[src/idc_pkg.sv]
// shared constants for the interrupt daisy chain and its acknowledging host
// assumes both ends are clocked by the same board clock mclk
package idc_pkg;
    // ------------------------------------------------------------
    // chain layout
    // ------------------------------------------------------------
    localparam int IDC_NUM_CIO = 5; // counter/io sub-sources
    localparam int IDC_NUM_CHAN = 10; // serial channels 0..9
    localparam int IDC_NUM_SRC = 15; // total chain positions
    localparam int IDC_NUM_CHIP = 6; // counter/io chip plus five serial controllers
    localparam int IDC_CAUSE_W = 2; // serial cause code width
    // counter/io positions, highest first
    localparam logic [2:0] IDC_CIO_CT3 = 3'h0;
    localparam logic [2:0] IDC_CIO_PIN = 3'h1;
    localparam logic [2:0] IDC_CIO_CT2 = 3'h2;
    localparam logic [2:0] IDC_CIO_POUT = 3'h3;
    localparam logic [2:0] IDC_CIO_CT1 = 3'h4;
    // ------------------------------------------------------------
    // vector space
    // ------------------------------------------------------------
    localparam logic [7:0] IDC_VEC_FIRST_FREE = 8'h20; // 0..31 belong to the processor
    localparam logic [7:0] IDC_VEC_ERR_TRAP = 8'hFF; // failed vector path reads all ones
    localparam logic [7:0] IDC_VEC_RST = 8'h20; // base vector after reset
    // ------------------------------------------------------------
    // programming selects on the link
    // ------------------------------------------------------------
    localparam logic [2:0] IDC_SEL_CTRL = 3'h6; // bit 0: status affects vector
    // ------------------------------------------------------------
    // host command port offsets
    // ------------------------------------------------------------
    localparam logic [3:0] IDC_REG_CTRL = 4'h6;
    localparam logic [3:0] IDC_REG_EOI = 4'h7;
    localparam logic [3:0] IDC_REG_STAT = 4'h8;
    localparam logic [3:0] IDC_REG_VEC = 4'h9;
    localparam logic [3:0] IDC_REG_CNT = 4'hA;
    localparam int IDC_STAT_ERR = 0; // refused vector write, write 1 to clear
    localparam int IDC_STAT_SERVE = 1;
    localparam int IDC_STAT_REQ = 2;
endpackage

[src/idc_link_if.sv]
// link between the daisy chain (device end) and the acknowledging host
// assumes a single shared clock; every signal is synchronous to mclk
`timescale 1ns/10ps
interface idc_link_if;
    logic int_req; // level: chain has an enabled pending source
    logic iack; // pulse: host acknowledge
    logic vec_valid; // pulse: vector on vec
    logic [7:0] vec; // vector byte
    logic eoi; // pulse: end of service of highest in-service source
    logic prog_we; // pulse: vector/control write
    logic [2:0] prog_sel; // chip 0..5 or control
    logic [7:0] prog_data;
    modport dev (output int_req, output vec_valid, output vec,
                 input iack, input eoi, input prog_we, input prog_sel, input prog_data);
    modport host (input int_req, input vec_valid, input vec,
                  output iack, output eoi, output prog_we, output prog_sel, output prog_data);
endinterface

[src/idc_chain.sv]
// device end: interrupt priority daisy chain with vectoring and board jumpers
// assumes source requests are one-cycle pulses synchronous to mclk
//
// Notes on behaviour
// - counter/io chip first: ct3, in, ct2, out, ct1
// - controller zero second: channel 9 before 8
// - controller one third: channel 7 before 6
// - controller two fourth: channel 5 before 4
// - controller three fifth: channel 3 before 2
// - controller four last: channel 1, then 0
// - each chip returns its own programmed vector
// - status-affects-vector folds cause into vector
// - host takes one vector per acknowledge
// - vectors 0 to 4 are processor's own
// - vectors 5 to 31 are reserved
// - vector 255 kept as hardware error trap; with status-affects-vector, a base of F8..FE can still fold to 255
// - jumper selects channel attention port number
// - jumper selects driven bus interrupt level
// - priority in/out jumpers place board in arbitration
// - jumper enables early memory acknowledge
// - master jumper only on master board
`timescale 1ns/10ps
module idc_chain
    import idc_pkg::*;
#(
    parameter int PORT_W = 4, // channel attention port number width
    parameter int LEVEL_W = 3 // bus interrupt level select width
)
(
    input wire logic mclk,
    input wire logic rst_b,
    idc_link_if.dev link,
    input wire logic [IDC_NUM_CIO-1:0] cio_req,
    input wire logic [IDC_NUM_CHAN-1:0] chan_req,
    input wire logic [IDC_NUM_CHAN*IDC_CAUSE_W-1:0] chan_cause,
    input wire logic attn_strobe,
    input wire logic [PORT_W-1:0] attn_port,
    input wire logic [PORT_W-1:0] attention_port_jumper,
    output logic channel_attention,
    input wire logic sys_int_req,
    input wire logic [LEVEL_W-1:0] bus_irq_level_jumper,
    output logic [(1<<LEVEL_W)-1:0] bus_irq,
    input wire logic bus_req,
    input wire logic bus_priority_in,
    output logic bus_priority_out,
    output logic bus_grant,
    input wire logic early_memory_acknowledge,
    input wire logic normal_mem_ack,
    input wire logic early_ack_jumper,
    output logic mem_ack,
    input wire logic master_board_jumper,
    output logic is_master
);
    // ------------------------------------------------------------
    // elaboration checks
    // ------------------------------------------------------------
    if (PORT_W < 1 || PORT_W > 16 || LEVEL_W < 1 || LEVEL_W > 4)
    begin : g_bad_param
        $error("port or level width out of range");
    end

    // ------------------------------------------------------------
    // vector arithmetic
    // ------------------------------------------------------------
    // chain position to chip index: 0 counter/io, 1..5 serial controllers
    function automatic logic [2:0] chip_of(input int pos);
        return (pos < IDC_NUM_CIO) ? 3'h0 : 3'((pos - IDC_NUM_CIO) / 2 + 1);
    endfunction

    // vector for a position; cause bits replace the low bits when enabled
    function automatic logic [7:0] vec_of(input int pos, input logic [7:0] base,
                                          input logic [IDC_CAUSE_W-1:0] cause,
                                          input logic sav);
        // unfolded: one vector per chip; folded: sub-source, or channel b flag and cause
        return sav ? {base[7:3], (pos < IDC_NUM_CIO) ? 3'(pos) : {1'(pos - IDC_NUM_CIO), cause}}
                   : base;
    endfunction

    // ------------------------------------------------------------
    // state
    // ------------------------------------------------------------
    logic [IDC_NUM_SRC-1:0] pend_ff; // pending requests, chain order
    logic [IDC_NUM_SRC-1:0] srv_ff; // under service
    logic [IDC_CAUSE_W-1:0] cause_ff [IDC_NUM_SRC]; // cause latched with request
    logic [7:0] base_ff [IDC_NUM_CHIP]; // programmed chip vectors
    logic sav_ff; // status affects vector
    logic [7:0] vec_ff;
    logic vec_valid_ff;
    logic attn_ff;
    logic [(1<<LEVEL_W)-1:0] irq_ff;
    logic master_ff;

    // ------------------------------------------------------------
    // request mapping into chain order
    // ------------------------------------------------------------
    logic attn_hit; // attention aimed at this board's port
    logic [IDC_NUM_SRC-1:0] src_req; // new requests, chain order
    logic [IDC_CAUSE_W-1:0] src_cause [IDC_NUM_SRC];
    assign attn_hit = attn_strobe && (attn_port == attention_port_jumper);
    // attention arrives through the counter/io input port
    assign src_req[IDC_CIO_CT3] = cio_req[0];
    assign src_req[IDC_CIO_PIN] = cio_req[1] | attn_hit;
    assign src_req[IDC_CIO_CT2] = cio_req[2];
    assign src_req[IDC_CIO_POUT] = cio_req[3];
    assign src_req[IDC_CIO_CT1] = cio_req[4];

    genvar g;
    generate
        for (g = 0; g < IDC_NUM_CIO; g++)
        begin : g_cio_cause
            assign src_cause[g] = '0;
        end
        // position 5+k is channel 9-k: controller zero a/b first, controller four last
        for (g = 0; g < IDC_NUM_CHAN; g++)
        begin : g_chan
            assign src_req[IDC_NUM_CIO+g] = chan_req[IDC_NUM_CHAN-1-g];
            assign src_cause[IDC_NUM_CIO+g] =
                chan_cause[(IDC_NUM_CHAN-1-g)*IDC_CAUSE_W +: IDC_CAUSE_W];
        end
    endgenerate

    // ------------------------------------------------------------
    // priority enable chain
    // ------------------------------------------------------------
    // en[i] is high only when every higher source is idle
    logic [IDC_NUM_SRC:0] prio_en;
    logic [IDC_NUM_SRC-1:0] ack_pick; // one-hot winner of an acknowledge
    logic [IDC_NUM_SRC-1:0] eoi_pick; // one-hot highest in-service source
    logic [IDC_NUM_SRC:0] srv_free; // no higher source in service
    assign prio_en[0] = 1'b1;
    assign srv_free[0] = 1'b1;
    generate
        for (g = 0; g < IDC_NUM_SRC; g++)
        begin : g_daisy
            assign prio_en[g+1] = prio_en[g] & ~pend_ff[g] & ~srv_ff[g];
            assign ack_pick[g] = link.iack & prio_en[g] & pend_ff[g];
            assign srv_free[g+1] = srv_free[g] & ~srv_ff[g];
            assign eoi_pick[g] = link.eoi & srv_free[g] & srv_ff[g];
        end
    endgenerate
    // request goes out only for a pending source whose enable is high
    assign link.int_req = |(pend_ff & prio_en[IDC_NUM_SRC-1:0]);

    // ------------------------------------------------------------
    // next vector
    // ------------------------------------------------------------
    logic [7:0] nxt_vec;
    always_comb
    begin
        // no winner returns the error trap code, as a broken vector path would
        nxt_vec = IDC_VEC_ERR_TRAP;
        for (int i = 0; i < IDC_NUM_SRC; i++)
        begin
            if (ack_pick[i])
            begin
                nxt_vec = vec_of(i, base_ff[chip_of(i)], cause_ff[i], sav_ff);
            end
        end
    end

    // ------------------------------------------------------------
    // pending and in-service flags
    // ------------------------------------------------------------
    // a new request in the acknowledge cycle stays pending: set wins
    always_ff @(posedge mclk or negedge rst_b)
    begin
        if (!rst_b)
        begin
            pend_ff <= '0;
            srv_ff <= '0;
        end
        else
        begin
            pend_ff <= (pend_ff & ~ack_pick) | src_req;
            srv_ff <= (srv_ff & ~eoi_pick) | ack_pick;
        end
    end

    // cause captured only when a request finds its source not pending, or being acknowledged
    logic [IDC_NUM_SRC-1:0] cause_take; // request that opens a new pending period
    assign cause_take = src_req & (~pend_ff | ack_pick);
    always_ff @(posedge mclk or negedge rst_b)
    begin
        if (!rst_b)
        begin
            for (int i = 0; i < IDC_NUM_SRC; i++)
            begin
                cause_ff[i] <= '0;
            end
        end
        else
        begin
            for (int i = 0; i < IDC_NUM_SRC; i++)
            begin
                cause_ff[i] <= cause_take[i] ? src_cause[i] : cause_ff[i];
            end
        end
    end

    // ------------------------------------------------------------
    // programming from the host
    // ------------------------------------------------------------
    // the device stores what it is given; the host screens reserved codes
    always_ff @(posedge mclk or negedge rst_b)
    begin
        if (!rst_b)
        begin
            for (int i = 0; i < IDC_NUM_CHIP; i++)
            begin
                base_ff[i] <= IDC_VEC_RST;
            end
            sav_ff <= 1'b0;
        end
        else if (link.prog_we)
        begin
            if (link.prog_sel == IDC_SEL_CTRL)
            begin
                sav_ff <= link.prog_data[0];
            end
            else if (link.prog_sel < 3'(IDC_NUM_CHIP))
            begin
                base_ff[link.prog_sel] <= link.prog_data;
            end
        end
    end

    // ------------------------------------------------------------
    // acknowledge answer: vector one cycle after iack
    // ------------------------------------------------------------
    always_ff @(posedge mclk or negedge rst_b)
    begin
        if (!rst_b)
        begin
            vec_ff <= '0;
            vec_valid_ff <= 1'b0;
        end
        else
        begin
            vec_valid_ff <= link.iack;
            vec_ff <= link.iack ? nxt_vec : vec_ff; // held until the next acknowledge
        end
    end
    assign link.vec = vec_ff;
    assign link.vec_valid = vec_valid_ff;

    // ------------------------------------------------------------
    // board jumpers and system bus side
    // ------------------------------------------------------------
    always_ff @(posedge mclk or negedge rst_b)
    begin
        if (!rst_b)
        begin
            attn_ff <= 1'b0;
            irq_ff <= '0;
            master_ff <= 1'b0;
        end
        else
        begin
            attn_ff <= attn_hit;
            irq_ff <= sys_int_req ? ((1<<LEVEL_W)'(1) << bus_irq_level_jumper) : '0;
            master_ff <= master_board_jumper;
        end
    end
    assign channel_attention = attn_ff;
    assign bus_irq = irq_ff;
    assign is_master = master_ff;
    // arbitration: take the bus only with priority in, pass it down otherwise
    assign bus_grant = bus_priority_in & bus_req;
    assign bus_priority_out = bus_priority_in & ~bus_req;
    // early acknowledge shortens memory waits when fitted
    assign mem_ack = early_ack_jumper ? early_memory_acknowledge : normal_mem_ack;
endmodule

[src/flat_wrapper.sv]
// flat-port wrapper written by rule: the top's interface ports become plain ports
module idc_chain_flat import idc_pkg::*;
#(
    parameter int PORT_W = 4,                                       
    parameter int LEVEL_W = 3                                    
)
  (mclk, rst_b, cio_req, chan_req, chan_cause, attn_strobe, attn_port, attention_port_jumper, channel_attention, sys_int_req, bus_irq_level_jumper, bus_irq, bus_req, bus_priority_in, bus_priority_out, bus_grant, early_memory_acknowledge, normal_mem_ack, early_ack_jumper, mem_ack, master_board_jumper, is_master, link_int_req, link_vec_valid, link_vec, link_iack, link_eoi, link_prog_we, link_prog_sel, link_prog_data);
  idc_link_if link_i ();
  input wire logic mclk;
  input wire logic rst_b;
  input wire logic [IDC_NUM_CIO-1:0] cio_req;
  input wire logic [IDC_NUM_CHAN-1:0] chan_req;
  input wire logic [IDC_NUM_CHAN*IDC_CAUSE_W-1:0] chan_cause;
  input wire logic attn_strobe;
  input wire logic [PORT_W-1:0] attn_port;
  input wire logic [PORT_W-1:0] attention_port_jumper;
  output logic channel_attention;
  input wire logic sys_int_req;
  input wire logic [LEVEL_W-1:0] bus_irq_level_jumper;
  output logic [(1<<LEVEL_W)-1:0] bus_irq;
  input wire logic bus_req;
  input wire logic bus_priority_in;
  output logic bus_priority_out;
  output logic bus_grant;
  input wire logic early_memory_acknowledge;
  input wire logic normal_mem_ack;
  input wire logic early_ack_jumper;
  output logic mem_ack;
  input wire logic master_board_jumper;
  output logic is_master;
  output wire logic [$bits(link_i.int_req)-1:0] link_int_req;
  output wire logic [$bits(link_i.vec_valid)-1:0] link_vec_valid;
  output wire logic [$bits(link_i.vec)-1:0] link_vec;
  input wire logic [$bits(link_i.iack)-1:0] link_iack;
  input wire logic [$bits(link_i.eoi)-1:0] link_eoi;
  input wire logic [$bits(link_i.prog_we)-1:0] link_prog_we;
  input wire logic [$bits(link_i.prog_sel)-1:0] link_prog_sel;
  input wire logic [$bits(link_i.prog_data)-1:0] link_prog_data;
  assign link_int_req = link_i.int_req;
  assign link_vec_valid = link_i.vec_valid;
  assign link_vec = link_i.vec;
  assign link_i.iack = link_iack;
  assign link_i.eoi = link_eoi;
  assign link_i.prog_we = link_prog_we;
  assign link_i.prog_sel = link_prog_sel;
  assign link_i.prog_data = link_prog_data;
  idc_chain #(.PORT_W(PORT_W), .LEVEL_W(LEVEL_W)) u_core (.mclk(mclk), .rst_b(rst_b), .link(link_i), .cio_req(cio_req), .chan_req(chan_req), .chan_cause(chan_cause), .attn_strobe(attn_strobe), .attn_port(attn_port), .attention_port_jumper(attention_port_jumper), .channel_attention(channel_attention), .sys_int_req(sys_int_req), .bus_irq_level_jumper(bus_irq_level_jumper), .bus_irq(bus_irq), .bus_req(bus_req), .bus_priority_in(bus_priority_in), .bus_priority_out(bus_priority_out), .bus_grant(bus_grant), .early_memory_acknowledge(early_memory_acknowledge), .normal_mem_ack(normal_mem_ack), .early_ack_jumper(early_ack_jumper), .mem_ack(mem_ack), .master_board_jumper(master_board_jumper), .is_master(is_master));
endmodule
[config.mk]
export PLATFORM = sky130hd
export DESIGN_NAME = idc_chain_flat
export DESIGN_NICKNAME = d
export VERILOG_FILES = /design/src/idc_pkg.sv /design/src/idc_link_if.sv /design/src/idc_chain.sv /design/src/flat_wrapper.sv
export SDC_FILE = /design/constraint.sdc
export NUM_CORES = 1
export LEC_CHECK = 0
export BUFFER_PORTS_ARGS = -buffer_cell sky130_fd_sc_hd__buf_2
export CAP_MARGIN = 10
export CORE_AREA = 5 5 148 79
export CTS_CLUSTER_DIAMETER = 100
export DETAILED_ROUTE_END_ITERATION = 8
export DIE_AREA = 0 0 153 84
export GPL_TIMING_DRIVEN = 0
export PLACE_DENSITY = 0.89
export SYNTH_ARGS = -nofsm -noshare
export SYNTH_HDL_FRONTEND = slang
export SYNTH_SLANG_ARGS = --single-unit
export TNS_END_PERCENT = 30
[constraint.sdc]
create_clock -name mclk -period 3.61 [get_ports mclk]
set_clock_uncertainty 0.2 [all_clocks]
set_input_delay 0 -clock mclk [delete_from_list [all_inputs] [get_ports mclk]]
set_output_delay 0 -clock mclk [all_outputs]
set_load 0.01 [all_outputs]
# Word-level counts from Yosys, hierarchy flattened
# Cells that the tools add are included.
word_totals:
  ff_bits: 118
  in_bits: 70
  out_inout_bits: 23
  word_cells: 212
op_classes:
  n_lt_le_gt_ge: 3
  eq_ne: 2
  shifts: 1
  mux: 35
  n_bitwise: 142
  n_reduce_logical: 5
op_table:
  columns: ["cell", "count"]
  rows:
  - ["8-bit two-way mux", 17]
  - ["1-bit AND", 100]
  - ["15-bit AND", 4]
  - ["48-bit bitwise mux", 1]
  - ["3-bit two-way mux", 15]
  - ["15-bit inverter", 3]
  - ["15-bit bitwise OR", 3]
  - ["1-bit inverter", 30]
  - ["8-bit demux with 3-bit select", 1]
  - ["15-bit OR reduction", 1]
  - ["1-bit by 3-bit left shift with 8-bit output (first input constant)", 1]
  - ["4-bit equality test", 1]
  - ["4-bit >= comparator (second input constant)", 1]
  - ["4-bit by 1-bit < comparator with 1-bit output (second input constant)", 1]
  - ["3-bit inverter with 4-bit output", 1]
  - ["3-bit equality test (second input constant)", 1]
  - ["3-bit < comparator (second input constant)", 1]
  - ["3-bit AND reduction", 1]
  - ["1-bit logical AND", 2]
  - ["2-bit AND reduction", 1]
  - ["1-bit two-way mux", 1]
  - ["1-bit bitwise OR", 1]

# Depth between registers and ports, before layout
depth:
  depth_word: 33
  ltp_mapped: 10
  ltp_nobuf: 7

# Worst setup path after synthesis
# Ideal clock, no wire load.
synth_path:
  kind: "register to register"
  from: "register u_core.pend_ff[0]"
  to: "register u_core.vec_ff[0], in the netlist u_core.link.vec[0]"
  setup_ps: 124
  t_arrival_ps: 2276
  t_required_ps: 3286
  slack_ps: 1010
  path_stages_with_launch: 11
  path_buffers: 3
  cell_sequence: "dfrtp_1 buf_6 or4b_1 buf_6 nor2_8 nand4_4 or2_1 clkbuf_2 or3_1 a21boi_1 nor3_1"
synth_via:
  elab_chain_cells: 31
  elab_cells_between_ends: 72
synth_lines:
  columns: ["element", "line", "source"]
  rows:
  - ["from (decl)", "idc_chain.sv:82", "logic [IDC_NUM_SRC-1:0] pend_ff;"]
  - ["from (signal assigned)", "idc_chain.sv:174", "pend_ff <= (pend_ff & ~ack_pick) | src_req;"]
  - ["1-bit inverter", "idc_chain.sv:135", "assign prio_en[g+1] = prio_en[g] & ~pend_ff[g] & ~srv_ff[g];"]
  - ["1-bit AND (27 in a row)", "idc_chain.sv:135", null]
  - ["1-bit AND (2 in a row)", "idc_chain.sv:136", "assign ack_pick[g] = link.iack & prio_en[g] & pend_ff[g];"]
  - ["8-bit two-way mux *", "idc_chain.sv:154", "if (ack_pick[i])"]
  - ["to (signal assigned)", "idc_chain.sv:240", "vec_ff <= link.iack ? nxt_vec : vec_ff;"]
  - ["to (decl)", "idc_chain.sv:87", "logic [7:0] vec_ff;"]
# Mark *: on every way between the ends. The rest lies on a longest branch, timed or not.
# A chain may end at the register's enable or synchronous reset.

# Worst setup path after layout
layout_path:
  from: "register u_core.pend_ff[3]"
  to: "output port link_int_req"
layout_via:
  elab_chain_cells: 25
layout_lines:
  columns: ["element", "line", "source"]
  rows:
  - ["1-bit inverter", "idc_chain.sv:135", null]
  - ["1-bit AND (22 in a row)", "idc_chain.sv:135", null]
  - ["15-bit AND *", "idc_chain.sv:142", "assign link.int_req = |(pend_ff & prio_en[IDC_NUM_SRC-1:0]);"]
  - ["15-bit OR reduction *", "idc_chain.sv:142", null]
  - ["to (decl)", "flat_wrapper.sv:31", "output wire logic [$bits(link_i.int_req)-1:0] link_int_req;"]
# Marks and branches as above.

==> results.md <==
- Ys async rst share: 100.0%
- CTS sink count: 117
- Clock latency on the worst-skew pair: 0.41 ns
- Pwr dens: 514.5 mW/mm²
- Switching share of power: 24.59%
- Synth unique cells: between 60 and 70
- Yosys Warn Count: 0
- Starting Density: 53.78%
- Synth Area per Inst: about 11 µm²
- Metal2 WL: roughly 7100 µm
- Worst Setup Path Type: reg -> out
- Gate Count Post-Synth: 501
- Hold violation count in the final report: 0
- Primary FF master, synth: dfrtp_1
- Die area: 0.01285 mm²
- Hold EP: u_core.is_master$_DFF_PN0_
- Routed WL per cell: between 15 and 20 µm
- Final Setup Violations: 0
- Final ANT Viol Nets: 0
- Initial antenna violation count: 0
- Largest net degree at the start of global routing: 75
- Gpl congestion: 0.9177
- Launching point of the worst reg2reg path: u_core.pend_ff[1]$_DFF_PN0_
- Max FO, Critical Path: 9
- Synth Register Bits: 117
- Placed Instances: 737
- Actual slew at the worst max-slew pin: between 1 and 1.5 ns
- Comb power frac: between 10% and 20%
- Clock Pin Slew Worst Setup and Hold Paths: 0.06 ns
- Synthesized area: ~0.0056 mm²
- Sequential share of the synthesized area: 52.12%
- Layout Area Growth over Synthesis: 35.70%
- Count of input and output buffers: 90
- Minimum clock period: 3.390 ns
- Row Count: 27
- Die Ht: 84 µm
- Cell count of the worst hold path: 2
- H-tree levels: 4
- Aggregate global-route resource usage: 25.99%
- Startpoint types: flop
- Required time of the worst setup path: 3.41 ns
- Number of top-level pins: 93
- Final Routed Wirelength: 16280 µm
- Number of enable flip-flop cells after synthesis: 0
- Final nets: around 750
- Critical path arrival: 3.19 ns
- Fin area: 0.007642 mm²
- Reg power frac: 40.8%
- Max cap viols: 0
- Worst vdd ir: 0.3910 mV
- Most frequent standard cell in the layout excluding fill and tap cells: dfrtp_1
- Reg2Reg Capture Point: u_core.cause_ff[3]$_DFFE_PN0P_
- Initial DRC Count: 529
- Post-DP HPWL: 11010 µm
- N_diodes: 0
- Die width: 153 µm
- RSZ-0062 raised after global routing: false
- Core ar.: 0.01047 mm²
- DR pass1 iterations: 6
- Int Power: slightly below 3 mW
- DR vias: 5013
- Met1 wire length: 7133 µm
- Max clock buf depth: 2
- Max Used Layer: met4
- Fillers: between 600 and 700
- Setup TNS: 0 ns
- Clock buffer count from CTS: 17
- First-pass GRT wire length: 26490 µm
- Placed cell areas: 0.006294 mm²
- Multi-input logic area: 0.002581 mm²
- Register Area: around 0.0029 mm²
- Layout cells sized above 1: between 30% and 40%
- Status: completed
- Crit path capture type: output port
- DRC Markers: 0
- Worst min-delay path category: in -> reg
- HP Start: master_board_jumper
- Clock root cell: clkbuf_16
- Post-route insts no fill: 840
- Vias in the first global route: 5175
- Commonest non-fill, non-tap cells in the layout: 111 x dfrtp_1, 92 x buf_2, 68 x mux2_2, 65 x dlygate4sd3_1, 53 x nand2_1
- Switch Pwr: 966.9 µW
- Crit share post-route: 93.90%
- Clock Power Share: 45.8%
- Worst slew margin: between 10% and 20%
- R2r setup slk: around 0.33 ns
- DR WL met3: 1751 µm
- Syn_nets: approximately 570
- GRT overflow: 0
- TritonCTS clock tree: yes
- Worst reg2reg path depth: 8
- Pleak: 3.429 nW
- Via/cell ratio: 5.968
- Max-slew violation count: 0
- Max Freq: 295.0 MHz
how the worst max path moves through the flow:
stage / startpoint / end / slack, ns / cells past startpoint
after floorplan: u_core.pend_ff[0]$_DFF_PN0_ / u_core.link.vec[0]$_DFFE_PN0P_ / 1.01 / 10
after global placement: u_core.srv_ff[1]$_DFF_PN0_ / u_core.link.vec[7]$_DFFE_PN0P_ / 0.39 / 7
final: u_core.pend_ff[3]$_DFF_PN0_ / link_int_req / 0.22 / 6
after detailed placement: u_core.srv_ff[1]$_DFF_PN0_ / u_core.link.vec[6]$_DFFE_PN0P_ / 0.29 / 7
after CTS: u_core.srv_ff[1]$_DFF_PN0_ / link_int_req / 0.04 / 7
after global routing: u_core.srv_ff[9]$_DFF_PN0_ / link_int_req / 0.02 / 6
kinds of logic (layout without fill, tap and decap cells):
group | after synthesis | in the layout | share of synthesized area (%)
multiplexers | 76 | 76 | 15.02
flip-flops | 117 | 117 | 52.12
XOR/XNOR | 1 | 1 | 0.1555
buffers and inverters | 28 | 222 | 2.199
AND/OR/NAND/NOR | 166 | 166 | 16.64
AO/OA/AOI/OAI | 113 | 113 | 13.86
repair_timing:
| item | 4_1_cts | 5_1_grt |
|---|---|---|
| endpoints found under the setup margin | 0 | 4 |
| setup buffers | 0 | 4 |
| hold buffers | 66 | 0 |
| hold endpoints to repair | 213 | 0 |
| gates resized for setup | 0 | 1 |
metal layers:
metal | GRT usage (%) | vias up
met3 | 9.166 | 37
li1 | - | 2208
met1 | 36.00 | 2461
met2 | 38.92 | 307
met5 | 2.381 | -
met4 | 6.791 | 0
sequential cells by signal, summed over array words and instances (netlist names), 8 cells and up:
register         flops
u_core.base_ff      48
u_core.link.vec      8
u_core.bus_irq       8
u_core.cause_ff     20
u_core.srv_ff       14
u_core.pend_ff      15
worst max-delay path, cell delays in order (launching register included):
cell and delay [ns]:
dfrtp_1 0.45, nor4_1 0.72, and4b_1 0.38, nand4_1 0.38
nand2_1 0.50, a2111o_1 0.20, buf_2 0.14
Yosys cell counts, drive strengths merged, types with 5 or more instances:
master / n / area [µm²]
nand2b: 23 / 143.9
nor3: 11 / 76.33
o22a: 7 / 61.31
nor4: 7 / 65.06
nor2b: 10 / 62.56
a21oi: 12 / 60.06
buf: 5 / 36.28
o311ai: 5 / 43.79
a21o: 5 / 37.54
o22ai: 13 / 81.33
mux2: 68 / 765.7
nand3: 5 / 25.02
mux2i: 8 / 80.08
inv: 14 / 52.55
clkbuf: 9 / 35.03
nor2: 26 / 113.9
nand4: 5 / 46.29
o211ai: 5 / 37.54
o21ai: 27 / 135.1
dfstp: 6 / 157.7
nand2: 53 / 198.9
dfrtp: 111 / 2778
power groups by stage:
stage	Combinational, mW	Clock (mW)	Sequential [mW]
after CTS	0.517	1.82	1.60
after floorplan	0.283	0	1.59
after detailed placement	0.455	0	1.62
after global placement	0.425	0	1.60
after global routing	0.572	1.88	1.62
final	0.527	1.80	1.60
metrics by stage:
stage	power [mW]	worst slack [ns]	hold slack (ns)	utilization [%]
2_1_floorplan	1.871	1.010	-0.4956	-
3_5_place_dp	2.073	0.2871	-0.1687	60.10
5_1_grt	4.072	0.01857	0.03830	72.97
3_3_place_gp	2.030	0.3929	-0.09056	59.81
6_report	3.932	0.2203	0.02485	72.97
4_1_cts	3.935	0.03506	0.01346	72.56
layout make-up:
type                    count  share of cell area [%]
clock inverters            11                   2.276
repair buffers            162                   15.52
multi-input cells         356                   33.78
plain buffers              14                  0.9332
well taps                 145                   2.374
flip-flops and latches    117                   38.41
clock buffers              21                   6.025
inverters                  14                  0.6876
Power figures use the tool's default switching activity.
